File: config.mk
export PLATFORM = sky130hd
export DESIGN_NAME = mnq_dev_flat
export DESIGN_NICKNAME = d
export VERILOG_FILES = /design/src/rtl/mnq_pkg.sv /design/src/rtl/mnq_if.sv /design/src/rtl/mnq_dev.sv /design/src/flat_wrapper.sv
export SDC_FILE = /design/constraint.sdc
export NUM_CORES = 1
export LEC_CHECK = 0
export BUFFER_PORTS_ARGS = -buffer_cell sky130_fd_sc_hd__buf_2
export CAP_MARGIN = 40
export CORE_MARGIN = 5
export CORE_UTILIZATION = 35
export CTS_BUF_LIST = sky130_fd_sc_hd__clkbuf_8
export DETAILED_ROUTE_END_ITERATION = 16
export PLACE_DENSITY_LB_ADDON = 0.2
export SLEW_MARGIN = 40
export SYNTH_ARGS = -nofsm -noshare
export SYNTH_HDL_FRONTEND = slang
export SYNTH_SLANG_ARGS = --single-unit
File: constraint.sdc
create_clock -name clock -period 5.38 [get_ports clock]
set_clock_uncertainty 0.15 [all_clocks]
set_input_delay 0 -clock clock [delete_from_list [all_inputs] [get_ports clock]]
set_output_delay 0 -clock clock [all_outputs]
set_load 0.01 [all_outputs]
File: src/rtl/mnq_pkg.sv
// Constants shared by both ends of the measurement notification queue.
// Assumes a 10 MHz clock on both ends and 16-bit shared-memory words.
package mnq_pkg;
  // ----------------------------------------
  // Shared-memory word offsets
  // ----------------------------------------
  localparam logic [15:0] OFF_CMD = 16'h0004;
  localparam logic [15:0] OFF_CSTAT = 16'h0006;
  localparam logic [15:0] OFF_FLAG = 16'h000C;
  localparam logic [15:0] OFF_QID = 16'h000E;
  localparam logic [15:0] OFF_CSIRQ = 16'h0010;
  localparam logic [7:0] CHAN_PAGE = 8'h01;
  // Interrupt word layout: enable, level, vector
  localparam int unsigned IRQ_EN_BIT = 15;
  localparam logic [15:0] FLAG_FULL = 16'hFFFF;
  localparam logic [7:0] CMD_ACK = 8'h01;
  localparam logic [15:0] REG_RST = 16'h0000;
  // ----------------------------------------
  // Timing
  // ----------------------------------------
  localparam int unsigned CLK_NS = 100;
  localparam int unsigned TICK_NS = 1000000;
  localparam int unsigned TICK_CYC = TICK_NS / CLK_NS;
  localparam logic [15:0] POLL_GAP_RST = 16'h0064;
  // ----------------------------------------
  // Host APB register map
  // ----------------------------------------
  localparam logic [7:0] APB_CTRL = 8'h00;
  localparam logic [7:0] APB_ADDR = 8'h04;
  localparam logic [7:0] APB_WDATA = 8'h08;
  localparam logic [7:0] APB_RDATA = 8'h0C;
  localparam logic [7:0] APB_ISTAT = 8'h10;
  localparam logic [7:0] APB_IMASK = 8'h14;
  localparam logic [7:0] APB_QCTRL = 8'h18;
  localparam logic [7:0] APB_QRES = 8'h1C;
  localparam logic [7:0] APB_VRES = 8'h20;
  localparam int unsigned EV_ACC = 0;
  localparam int unsigned EV_QUE = 1;
  localparam int unsigned EV_VEC = 2;
endpackage

File: src/rtl/mnq_if.sv
// Shared-memory access and vectored interrupt path between the two ends.
// Assumes one clock; requests are held until ack, ack is a one-cycle pulse.
`timescale 1ns/1ps
interface mnq_if;
  logic req;
  logic we;
  logic [15:0] addr;
  logic [15:0] wdata;
  logic [15:0] rdata;
  logic ack;
  logic irq_req;
  logic [2:0] irq_level;
  logic [7:0] irq_vector;
  logic irq_ack;
  modport dev (
    input req, we, addr, wdata, irq_ack,
    output rdata, ack, irq_req, irq_level, irq_vector
  );
  modport host (
    output req, we, addr, wdata, irq_ack,
    input rdata, ack, irq_req, irq_level, irq_vector
  );
endinterface

File: src/rtl/mnq_dev.sv
// Device end: shared words, channel blocks, interrupt and measurement queues.
// Assumes local logic reports completions and writes command status.
// How it works
// - Non-read completion raises channel's own level and vector; read uses command-status word
// - Ready or error code, same interrupt
// - Interrupts queued, released one per tick
// - Read commands: both statuses before interrupt
// - Interrupt unused: push id and status internally
// - Entries appended in completion order
// - Circular queue overwrites oldest, no report
// - Copy head to bytes, then flag ones
// - One entry per tick when flag zero
// - Flag accesses arbitrated; host spaces polls
// - Host prepares channel before writing command
// - Host polls command status until nonzero
// - Nonzero channel status marks completion
// - Status written with data, then interrupt
// - Host handler clears channel status
// - Host checks ones, copies, clears flag
// - Interrupting channels enter queue only on reads with command-status interrupt unused
`timescale 1ns/1ps
module mnq_dev #(
  parameter int unsigned NCH = 8,
  parameter int unsigned MQ_DEPTH = 16,
  parameter int unsigned IQ_DEPTH = 8,
  parameter int unsigned TICK_CYC = mnq_pkg::TICK_CYC
) (
  // Clock and reset
  input wire logic clock,
  input wire logic reset,
  // Host side
  mnq_if.dev bus,
  // Command hand-off to local logic
  output logic cmd_valid,
  output logic [15:0] cmd_code,
  input wire logic cs_we,
  input wire logic [15:0] cs_value,
  // Measurement completions
  input wire logic done_valid,
  input wire logic done_read,
  input wire logic [7:0] done_chan,
  input wire logic [7:0] done_status
);
  import mnq_pkg::*;

  localparam int unsigned CHW = $clog2(NCH);
  localparam int unsigned MQW = $clog2(MQ_DEPTH);
  localparam int unsigned IQW = $clog2(IQ_DEPTH);

  function automatic logic irq_usable(input logic [15:0] w);
    irq_usable = w[IRQ_EN_BIT] && (w[10:8] != 3'h0) && (w[7:0] != 8'h00);
  endfunction

  // ----------------------------------------
  // Service tick
  // ----------------------------------------
  logic [31:0] tick_cnt_q;
  logic tick;
  assign tick = tick_cnt_q == 32'(TICK_CYC - 1);

  always_ff @(posedge clock) begin
    if (reset || tick) begin
      tick_cnt_q <= '0;
    end else begin
      tick_cnt_q <= tick_cnt_q + 32'h1;
    end
  end

  // ----------------------------------------
  // Bus slave
  // ----------------------------------------
  logic ack_q;
  logic arb_q;
  logic is_flag;
  logic acc;
  logic wr;
  logic in_chan;
  logic [5:0] ch_idx;
  logic [15:0] rdata_q;
  logic [15:0] rdata_d;

  assign is_flag = bus.addr == OFF_FLAG;
  assign acc = bus.req && !ack_q && (!is_flag || arb_q);
  assign wr = acc && bus.we;
  assign ch_idx = bus.addr[7:2];
  assign in_chan = (bus.addr[15:8] == CHAN_PAGE) && (32'(ch_idx) < NCH);
  assign bus.ack = ack_q;
  assign bus.rdata = rdata_q;

  // Flag sits in arbitrated memory: one extra wait state
  always_ff @(posedge clock) begin
    if (reset) begin
      ack_q <= 1'b0;
      arb_q <= 1'b0;
    end else begin
      ack_q <= acc;
      arb_q <= bus.req && is_flag && !ack_q && !arb_q;
    end
  end

  // ----------------------------------------
  // Channel control blocks
  // ----------------------------------------
  logic [15:0] chan_irq_q [NCH];
  logic [7:0] chan_stat_q [NCH];
  logic done_ok;
  logic [15:0] chan_w;
  assign done_ok = done_valid && (32'(done_chan) < NCH);
  assign chan_w = chan_irq_q[done_chan[CHW-1:0]];

  for (genvar i = 0; i < NCH; i++) begin : g_chan
    always_ff @(posedge clock) begin
      if (reset) begin
        chan_irq_q[i] <= REG_RST;
      end else if (wr && in_chan && ch_idx == 6'(i) && !bus.addr[1]) begin
        chan_irq_q[i] <= bus.wdata;
      end
    end
    // Completion beats a host clear in the same cycle
    always_ff @(posedge clock) begin
      if (reset) begin
        chan_stat_q[i] <= REG_RST[7:0];
      end else if (done_ok && done_chan == 8'(i)) begin
        chan_stat_q[i] <= done_status;
      end else if (wr && in_chan && ch_idx == 6'(i) && bus.addr[1]) begin
        chan_stat_q[i] <= bus.wdata[7:0];
      end
    end
  end

  // ----------------------------------------
  // Command words
  // ----------------------------------------
  logic [15:0] cmd_q;
  logic [15:0] cstat_q;
  logic [15:0] csirq_q;
  logic cmd_valid_q;
  assign cmd_valid = cmd_valid_q;
  assign cmd_code = cmd_q;

  always_ff @(posedge clock) begin
    if (reset) begin
      cmd_q <= REG_RST;
      cmd_valid_q <= 1'b0;
      csirq_q <= REG_RST;
    end else begin
      cmd_valid_q <= wr && bus.addr == OFF_CMD;
      if (wr && bus.addr == OFF_CMD) begin
        cmd_q <= bus.wdata;
      end
      if (wr && bus.addr == OFF_CSIRQ) begin
        csirq_q <= bus.wdata;
      end
    end
  end

  always_ff @(posedge clock) begin
    if (reset) begin
      cstat_q <= REG_RST;
    end else if (done_ok && done_read) begin
      cstat_q <= {8'h00, done_status};
    end else if (cs_we) begin
      cstat_q <= cs_value;
    end
  end

  // ----------------------------------------
  // Routing of a completion
  // ----------------------------------------
  logic use_irq;
  logic push_irq;
  logic push_mq;
  logic [10:0] irq_word;
  assign use_irq = done_read ? irq_usable(csirq_q) : irq_usable(chan_w);
  assign push_irq = done_ok && use_irq;
  assign push_mq = done_ok && !use_irq;
  assign irq_word = done_read ? csirq_q[10:0] : chan_w[10:0];

  // ----------------------------------------
  // Interrupt queue
  // ----------------------------------------
  logic [10:0] iq_mem [IQ_DEPTH];
  logic [IQW-1:0] iq_wr_q;
  logic [IQW-1:0] iq_rd_q;
  logic [IQW:0] iq_cnt_q;
  logic iq_push;
  logic iq_pop;
  logic irq_req_q;
  logic [2:0] irq_lvl_q;
  logic [7:0] irq_vec_q;
  // Full queue drops the newest; tick pacing bounds the loss
  assign iq_push = push_irq && iq_cnt_q != (IQW+1)'(IQ_DEPTH);
  assign iq_pop = tick && !irq_req_q && iq_cnt_q != '0;
  assign bus.irq_req = irq_req_q;
  assign bus.irq_level = irq_lvl_q;
  assign bus.irq_vector = irq_vec_q;

  always_ff @(posedge clock) begin
    if (iq_push) begin
      iq_mem[iq_wr_q] <= irq_word;
    end
  end

  always_ff @(posedge clock) begin
    if (reset) begin
      iq_wr_q <= '0;
      iq_rd_q <= '0;
      iq_cnt_q <= '0;
    end else begin
      if (iq_push) begin
        iq_wr_q <= (iq_wr_q == IQW'(IQ_DEPTH - 1)) ? '0 : iq_wr_q + 1'b1;
      end
      if (iq_pop) begin
        iq_rd_q <= (iq_rd_q == IQW'(IQ_DEPTH - 1)) ? '0 : iq_rd_q + 1'b1;
      end
      if (iq_push && !iq_pop) begin
        iq_cnt_q <= iq_cnt_q + 1'b1;
      end else if (iq_pop && !iq_push) begin
        iq_cnt_q <= iq_cnt_q - 1'b1;
      end
    end
  end

  always_ff @(posedge clock) begin
    if (reset) begin
      irq_req_q <= 1'b0;
      irq_lvl_q <= 3'h0;
      irq_vec_q <= 8'h00;
    end else if (iq_pop) begin
      irq_req_q <= 1'b1;
      irq_lvl_q <= iq_mem[iq_rd_q][10:8];
      irq_vec_q <= iq_mem[iq_rd_q][7:0];
    end else if (bus.irq_ack) begin
      irq_req_q <= 1'b0;
    end
  end

  // ----------------------------------------
  // Measurement queue
  // ----------------------------------------
  logic [15:0] mq_mem [MQ_DEPTH];
  logic [MQW-1:0] mq_wr_q;
  logic [MQW-1:0] mq_rd_q;
  logic [MQW:0] mq_cnt_q;
  logic mq_full;
  logic mq_pop;
  logic [15:0] flag_q;
  logic [7:0] qid_q;
  logic [7:0] qst_q;
  assign mq_full = mq_cnt_q == (MQW+1)'(MQ_DEPTH);
  assign mq_pop = tick && flag_q == 16'h0000 && mq_cnt_q != '0;

  always_ff @(posedge clock) begin
    if (push_mq) begin
      mq_mem[mq_wr_q] <= {done_chan, done_status};
    end
  end

  // Full push moves the read side too: oldest entry silently lost
  always_ff @(posedge clock) begin
    if (reset) begin
      mq_wr_q <= '0;
      mq_rd_q <= '0;
      mq_cnt_q <= '0;
    end else begin
      if (push_mq) begin
        mq_wr_q <= (mq_wr_q == MQW'(MQ_DEPTH - 1)) ? '0 : mq_wr_q + 1'b1;
      end
      if (mq_pop || (push_mq && mq_full)) begin
        mq_rd_q <= (mq_rd_q == MQW'(MQ_DEPTH - 1)) ? '0 : mq_rd_q + 1'b1;
      end
      if (push_mq && !mq_pop && !mq_full) begin
        mq_cnt_q <= mq_cnt_q + 1'b1;
      end else if (mq_pop && !push_mq) begin
        mq_cnt_q <= mq_cnt_q - 1'b1;
      end
    end
  end

  always_ff @(posedge clock) begin
    if (reset) begin
      qid_q <= 8'h00;
      qst_q <= 8'h00;
    end else if (mq_pop) begin
      {qid_q, qst_q} <= mq_mem[mq_rd_q];
    end
  end

  // Device set beats a host clear landing in the same cycle
  always_ff @(posedge clock) begin
    if (reset) begin
      flag_q <= REG_RST;
    end else if (mq_pop) begin
      flag_q <= FLAG_FULL;
    end else if (wr && is_flag) begin
      flag_q <= bus.wdata;
    end
  end

  // ----------------------------------------
  // Read data
  // ----------------------------------------
  always_comb begin
    rdata_d = 16'h0000;
    if (bus.addr == OFF_CMD) begin
      rdata_d = cmd_q;
    end else if (bus.addr == OFF_CSTAT) begin
      rdata_d = cstat_q;
    end else if (is_flag) begin
      rdata_d = flag_q;
    end else if (bus.addr == OFF_QID) begin
      rdata_d = {qid_q, qst_q};
    end else if (bus.addr == OFF_CSIRQ) begin
      rdata_d = csirq_q;
    end else if (in_chan) begin
      rdata_d = bus.addr[1] ? {8'h00, chan_stat_q[ch_idx[CHW-1:0]]}
                            : chan_irq_q[ch_idx[CHW-1:0]];
    end
  end

  always_ff @(posedge clock) begin
    if (reset) begin
      rdata_q <= 16'h0000;
    end else if (acc && !bus.we) begin
      rdata_q <= rdata_d;
    end
  end
endmodule

File: src/flat_wrapper.sv
// flat-port wrapper written by rule: the top's interface ports become plain ports
module mnq_dev_flat import mnq_pkg::*;
#(
  parameter int unsigned NCH = 8,
  parameter int unsigned MQ_DEPTH = 16,
  parameter int unsigned IQ_DEPTH = 8,
  parameter int unsigned TICK_CYC = mnq_pkg::TICK_CYC
)
  (clock, reset, cmd_valid, cmd_code, cs_we, cs_value, done_valid, done_read, done_chan, done_status, bus_req, bus_we, bus_addr, bus_wdata, bus_irq_ack, bus_rdata, bus_ack, bus_irq_req, bus_irq_level, bus_irq_vector);
  mnq_if bus_i ();
  input wire logic clock;
  input wire logic reset;
  output logic cmd_valid;
  output logic [15:0] cmd_code;
  input wire logic cs_we;
  input wire logic [15:0] cs_value;
  input wire logic done_valid;
  input wire logic done_read;
  input wire logic [7:0] done_chan;
  input wire logic [7:0] done_status;
  input wire logic [$bits(bus_i.req)-1:0] bus_req;
  input wire logic [$bits(bus_i.we)-1:0] bus_we;
  input wire logic [$bits(bus_i.addr)-1:0] bus_addr;
  input wire logic [$bits(bus_i.wdata)-1:0] bus_wdata;
  input wire logic [$bits(bus_i.irq_ack)-1:0] bus_irq_ack;
  output wire logic [$bits(bus_i.rdata)-1:0] bus_rdata;
  output wire logic [$bits(bus_i.ack)-1:0] bus_ack;
  output wire logic [$bits(bus_i.irq_req)-1:0] bus_irq_req;
  output wire logic [$bits(bus_i.irq_level)-1:0] bus_irq_level;
  output wire logic [$bits(bus_i.irq_vector)-1:0] bus_irq_vector;
  assign bus_i.req = bus_req;
  assign bus_i.we = bus_we;
  assign bus_i.addr = bus_addr;
  assign bus_i.wdata = bus_wdata;
  assign bus_i.irq_ack = bus_irq_ack;
  assign bus_rdata = bus_i.rdata;
  assign bus_ack = bus_i.ack;
  assign bus_irq_req = bus_i.irq_req;
  assign bus_irq_level = bus_i.irq_level;
  assign bus_irq_vector = bus_i.irq_vector;
  mnq_dev #(.NCH(NCH), .MQ_DEPTH(MQ_DEPTH), .IQ_DEPTH(IQ_DEPTH), .TICK_CYC(TICK_CYC)) u_core (.clock(clock), .reset(reset), .bus(bus_i), .cmd_valid(cmd_valid), .cmd_code(cmd_code), .cs_we(cs_we), .cs_value(cs_value), .done_valid(done_valid), .done_read(done_read), .done_chan(done_chan), .done_status(done_status));
endmodule
==> run_results.csv, run 1 <==
group,metric,value,unit
route,ant_nets,0,
cells_and_area,multi_input_area,0.01060,mm^2
pwr,vdd_drop_max,0.0001832,V
synth,ys_types,67,
global_routing,grt_pass1_wl,132700,um
pwr,power_leakage,12.49,nW
route,vias,19380,
cells_and_area,layout.nets,2399,
worst_setup_path,r2r_setup_slack,1.24,ns
synth,ys_seq_area_share,63.57,%
global_routing,track_usage,18.90,%
floorplanning,row_count,108,
synth,synth_nets,2126,
cells_and_area,fillerInstances,8035,
flow_run,max_cap_viol_count,0,
timing,tns,0,ns
floorplanning,start_util,35.21,%
global_routing,overflow,0,
placement,place.gp.congestion,0.8847,
timing,hold_viol,0,
clock_network,clock_latency,0.74,ns
timing,maxSlewHeadroom,38.66,%
global_routing,busiest_layer,"met2",
clock_network,hold_buffers,111,
clock_network,cts_max_path_buffers,3,
global_routing,grt_max_degree,69,
synth,synth_edf_count,536,
placement,place_hpwl,57900,um
synth,synth_warnings,0,
worst_setup_path,rr_worst_depth,15,
synth,synthTopCellsByArea,"edfxtp_1, mux4_2, dfxtp_1",
hold_path,hp-start,"reset",
global_routing,use_met3,3.635,%
synth,ys.flop_type,"edfxtp_1",
clock_network,root_buffer,"clkbuf_8",
global_routing,grt_use_met2,28.96,%
timing,fin_ws,1.204,ns
worst_setup_path,r2r-start,"u_core.chan_irq_q[0][2]$_SDFFCE_PN0P_",
synth,synthArstFlopShare,0,%
global_routing,grt_pass1_vias,19800,
synth,yosysTopAreaCellShare,52.69,%
route,routed_via_density,5.446,
hold_path,hold_depth,3,
route,drcViolationCount,0,
worst_setup_path,reg2reg_to,"u_core.iq_cnt_q[3]$_SDFFE_PP0P_",
clock_network,htree_levels,3,
hold_path,min_to,"u_core.bus.rdata[2]$_SDFFE_PP0P_",
global_routing,grtUsageMet1,27.17,%
route,wl_per_cell,25.22,um
floorplanning,die_w,305.4,um
floorplanning,dieArea,0.09328,mm^2
timing,hold-worst-slack,0.05824,ns
timing,worst_pin_slew,0.9200,ns
worst_setup_path,critPathArrivalTime,4.69,ns
worst_setup_path,path_max_fanout,19,
floorplanning,coreArea,0.08675,mm^2
route,first_pass_iters,7,
clock_network,numCtsBuffers,114,
timing,setup_viol,0,
cells_and_area,drive_gt1_share,23.85,%
floorplanning,die_y,305.4,um
clock_network,cts_resized,0,
timing,fmax,239.5,MHz
worst_setup_path,critPathLaunchType,"input pin",
pwr,p_per_area,300.0,mW/mm^2
cells_and_area,area_growth,17.54,%
global_routing,antenna_found_initial,8,
cells_and_area,final-seq-area,0.01942,mm^2
timing,drv_slew,0,
synth,syn_inst,2035,
synth,syn_area_per_cell,15.01,um^2
worst_setup_path,crit_path_end_kind,"flip-flop",
placement,dp_slack,0.8407,ns
synth,synth_top_area_cell,"edfxtp_1",
timing,finalCritPeriodShare,77.62,%
synth,ys_top_cells_by_count,"edfxtp_1, mux4_2, dfxtp_1, nor2_1, and2_1",
clock_network,postCtsSetupRepairBufs,0,
clock_network,tritoncts,"done",
route,totalWireLength,89730,um
worst_setup_path,worstSetupPathType,"in -> reg",
route,dr.first_iter.drc_count,1613,
synth,syn_area,0.03055,mm^2
clock_network,clkTransAtPathRegs,0.07,ns
clock_network,cts_num_sinks,702,
synth,synth-seq-cells,702,
cells_and_area,post-route-util,41.39,%
timing,rsz0062_at_grt,"no",
hold_path,hold_path.class,"in -> reg",
floorplanning,io_pins,118,
synth,synth_most_common_cell,"edfxtp_1",
worst_setup_path,cp.required,5.89,ns
placement,io_buffers,117,
timing,min_period,4.176,ns
pwr,design_power_total,10.77,mW
status,run_status,"completed",
## placed cells by master, fill, tap and decap left out, types with 11 or more instances in the layout
cell type / count
a211oi_1: 26
a21oi_1: 68
a221oi_1: 18
a22o_1: 64
and2_1: 135
and3_1: 11
buf_2: 113
buf_4: 75
clkbuf_8: 120
clkinv_1: 22
dfxtp_1: 163
dlygate4sd3_1: 111
edfxtp_1: 536
ha_1: 17
inv_1: 72
mux2i_1: 105
mux4_2: 173
nand2_1: 112
nand3_1: 25
nand4_1: 12
nor2_1: 146
nor2b_1: 15
nor3_1: 22
nor3_2: 13
nor4_1: 13
o21ai_0: 22
or3_1: 12
xnor2_1: 17
xor2_1: 18
## logic make-up after synthesis
group	Yosys count	synth area share, %
AO/OA/AOI/OAI	262	6.210
XOR/XNOR	35	1.004
adder cells (fa/ha/maj)	19	0.8274
buffers and inverters	168	2.421
flip-flops	702	63.57
multiplexers	289	16.59
AND/OR/NAND/NOR	560	9.376
## routing by layer
layer / up-vias / wire length [um]
met5: - / 0
li1: 8459 / -
met2: 745 / 40710
met1: 10010 / 39920
met3: 159 / 6145
met4: 0 / 2950
## power by group
group	switching [mW]	internal [mW]
clock	2.12	2.10
sequential	0.0403	5.90
combinational	0.371	0.229
total	2.53	8.24
## registers in the layout (all words and copies together) (netlist names), 16 cells and up
| signal | cells |
|---|---|
| u_core.chan_irq_q | 128 |
| u_core.tick_cnt_q | 32 |
| u_core.cmd_code | 16 |
| u_core.mq_mem | 256 |
| u_core.flag_q | 16 |
| u_core.cstat_q | 16 |
| u_core.chan_stat_q | 64 |
| u_core.bus.rdata | 16 |
| u_core.iq_mem | 88 |
| u_core.csirq_q | 16 |
## critical path, cell delays in order
cell,delay [ns]
dlygate4sd3_1,0.57
buf_2,0.48
inv_1,0.21
buf_4,0.25
or3_1,0.37
o211ai_1,0.12
a311o_1,0.25
a41o_1,0.27
a221o_1,0.40
inv_1,0.17
ha_1,0.26
inv_1,0.13
ha_1,0.24
a21o_1,0.17
a21oi_1,0.19
xnor2_1,0.10
or3_1,0.32
a21oi_1,0.14
## worst max-delay path by stage
stage                     slack [ns]                                   from                              end  depth (start not counted)
after global placement          0.96                           done_chan[1]  u_core.iq_cnt_q[3]$_SDFFE_PP0P_                         16
after global routing            0.98                           done_chan[1]  u_core.iq_cnt_q[3]$_SDFFE_PP0P_                         16
after floorplan                 1.61  u_core.chan_irq_q[6][2]$_SDFFCE_PN0P_    u_core.mq_mem[1][0]$_DFFE_PP_                          9
final                           1.20                           done_chan[0]  u_core.iq_cnt_q[3]$_SDFFE_PP0P_                         18
after detailed placement        0.84                           done_chan[1]  u_core.iq_cnt_q[3]$_SDFFE_PP0P_                         16
after CTS                       1.13                           done_chan[1]  u_core.iq_cnt_q[3]$_SDFFE_PP0P_                         17
## stage by stage
| step | std cells | area, um^2 |
|---|---|---|
| floorplan | 2035 | 30550 |
| global placement | 3234 | 32620 |
| detailed placement | 3236 | 32720 |
| CTS | 3553 | 35880 |
| global route | 3556 | 35900 |
| finish | 3558 | 35910 |
## area by class of cell
type | count | area share, %
antenna | 5 | 0.03485
clock buffer | 120 | 4.600
clock inverter | 86 | 1.101
inverter | 23 | 0.2404
multi-input combinational | 1165 | 29.52
sequential | 702 | 54.10
tap | 1155 | 4.025
timing repair buffer | 302 | 6.380
Power figures use the tool's default switching activity.
==> run 2, diff against run 1 <==
clock period = 4.2 ns   (was 5.38 ns; I/O delays follow)
==> run_results.csv, run 2 (synthesis results as in run 1) <==
group,metric,value,unit
worst_setup_path,critPathLaunchType,"flip-flop",
route,routed_via_density,5.325,
cells_and_area,largest_register,"u_core.mq_mem",
worst_setup_path,cp.required,4.71,ns
worst_setup_path,max_stage_delay,0.49,ns
placement,place_hpwl,58250,um
global_routing,overflow,0,
floorplanning,io_pins,118,
hold_path,min_to,"u_core.cmd_code[13]$_SDFFE_PP0P_",
clock_network,tritoncts,"done",
floorplanning,row_count,108,
clock_network,clock_latency,0.75,ns
cells_and_area,top_regs,"u_core.mq_mem: 256 flops, u_core.chan_irq_q: 128 flops, u_core.iq_mem: 88 flops",
hold_path,hold_path.class,"in -> reg",
route,wl_per_cell,24.86,um
clock_network,cts_max_path_buffers,3,
pwr,power_leakage,12.87,nW
global_routing,grt_max_degree,76,
route,drcViolationCount,0,
timing,fmax,256.2,MHz
route,vias,19240,
route,first_pass_iters,5,
hold_path,hold_depth,4,
worst_setup_path,rr_worst_depth,15,
clock_network,root_buffer,"clkbuf_8",
route,dr.first_iter.drc_count,1663,
cells_and_area,post-route-util,42.09,%
floorplanning,start_util,35.21,%
placement,placed_area,0.03303,mm^2
cells_and_area,final_cell_mix,"edfxtp_1, mux4_2, dfxtp_1",
worst_setup_path,r2r-start,"u_core.chan_irq_q[4][2]$_SDFFCE_PN0P_",
clock_network,clkTransAtPathRegs,0.06,ns
clock_network,numCtsBuffers,117,
timing,drv_slew,0,
cells_and_area,drive_gt1_share,25.17,%
timing,worst_pin_slew,0.8544,ns
timing,tns,0,ns
worst_setup_path,r2r_setup_slack,0.30,ns
worst_setup_path,critPathArrivalTime,4.41,ns
placement,place.gp.congestion,0.8905,
clock_network,postCtsSetupRepairBufs,0,
floorplanning,dieArea,0.09328,mm^2
clock_network,hold_buffers,115,
clock_network,cts_num_sinks,702,
pwr,p_per_area,391.2,mW/mm^2
worst_setup_path,critPathSlowestCell,"mux4_2",
worst_setup_path,worstSetupPathType,"reg -> reg",
timing,maxSlewHeadroom,42.83,%
floorplanning,coreArea,0.08675,mm^2
clock_network,cts_resized,0,
floorplanning,die_w,305.4,um
hold_path,hp-start,"bus_wdata[13]",
clock_network,htree_levels,3,
pwr,vdd_drop_max,0.0002666,V
timing,min_period,3.903,ns
cells_and_area,mostFrequentLayoutCell,"edfxtp_1",
placement,io_buffers,117,
cells_and_area,area_growth,19.55,%
global_routing,grt_pass1_wl,132300,um
flow_run,max_cap_viol_count,0,
floorplanning,die_y,305.4,um
route,totalWireLength,89830,um
cells_and_area,largest_reg_flops,256,
timing,setup_viol,0,
global_routing,antenna_found_initial,4,
timing,rsz0062_at_grt,"no",
global_routing,grt_pass1_vias,19970,
status,run_status,"completed",
worst_setup_path,crit_chain,"mux4_2 > o22ai_1 > nor2_1 > o31ai_1 > a41o_1 > a221o_1 > inv_1 > ha_1 > inv_1 > ha_1 > a21o_1 > a21oi_1 > xnor2_1 > or3_1 > a21oi_1",
worst_setup_path,crit_path_end_kind,"flip-flop",
cells_and_area,design_area,0.03652,mm^2
route,ant_nets,0,
cells_and_area,layout.nets,2447,
worst_setup_path,path_max_fanout,4,
timing,hold_viol,0,
timing,finalCritPeriodShare,92.92,%
worst_setup_path,reg2reg_to,"u_core.iq_cnt_q[3]$_SDFFE_PP0P_",
global_routing,track_usage,18.85,%
==> run 2: cell types whose count changed in the layout (fill, tap and decap cells not counted), moves of 4 or more <==
cell	delta
buf_4	+35
inv_1	+7
o21ai_2	-5
dlygate4sd3_1	+4
buf_12	+4
clkbuf_8	+15
o21ai_0	+5
clkinv_1	-11
==> run 2: per-layer routing <==
metal | up-vias | routed length, um | track usage (%)
met5 | - | 0 | 0
met4 | 0 | 3042 | 6.705
met3 | 158 | 5936 | 3.441
met2 | 694 | 40520 | 29.04
met1 | 9818 | 40330 | 27.04
li1 | 8570 | - | -
==> run 2: worst max path at each step <==
stage / startpoint / depth (start not counted) / slack [ns] / to
after global placement: done_chan[1] / 17 / 0.18 / u_core.iq_cnt_q[3]$_SDFFE_PP0P_
after floorplan: u_core.chan_irq_q[6][2]$_SDFFCE_PN0P_ / 9 / 0.43 / u_core.mq_mem[1][0]$_DFFE_PP_
after CTS: u_core.chan_irq_q[4][2]$_SDFFCE_PN0P_ / 15 / 0.32 / u_core.iq_cnt_q[3]$_SDFFE_PP0P_
after global routing: u_core.chan_irq_q[2][2]$_SDFFCE_PN0P_ / 15 / 0.13 / u_core.iq_cnt_q[3]$_SDFFE_PP0P_
final: u_core.chan_irq_q[4][2]$_SDFFCE_PN0P_ / 15 / 0.30 / u_core.iq_cnt_q[3]$_SDFFE_PP0P_
after detailed placement: done_chan[1] / 17 / 0.15 / u_core.iq_cnt_q[3]$_SDFFE_PP0P_
==> run 2: worst max-delay path, delay by kind of cell, from the launching register on <==
kind | cells | cell delay, ns
AO/OA/AOI/OAI | 7 | 1.61
XOR/XNOR | 1 | 0.09
adder cells (fa/ha/maj) | 2 | 0.46
buffers and inverters | 2 | 0.23
flip-flops | 1 | 0.40
multiplexers | 1 | 0.49
AND/OR/NAND/NOR | 2 | 0.38
==> run 2: power breakdown <==
part           switching [mW]  internal [mW]
sequential             0.0493           7.56
clock                    2.81           3.07
combinational           0.478          0.312
total                    3.34           10.9
==> run 2: per-stage QoR <==
stage          setup slack, ns  hold WS [ns]  cells  total power, mW
4_1_cts                 0.3197      0.003414   3610            14.46
5_1_grt                 0.1292       0.04768   3611            14.84
3_3_place_gp            0.1810       0.08860   3277            8.434
2_1_floorplan           0.4338      -0.05113   2035            8.110
3_5_place_dp            0.1467       0.09659   3277            8.452
6_report                0.2972       0.07480   3613            14.29
==> run 2: area by class of cell <==
cell class / count / area (um^2)
clock buffers: 135 / 1858
multi-input cells: 1165 / 10550
inverters: 23 / 86.33
flip-flops and latches: 702 / 19430
clock inverters: 83 / 455.4
well taps: 1155 / 1445
fillers: 7949 / 50240
repair buffers: 347 / 2684
diodes: 3 / 7.507
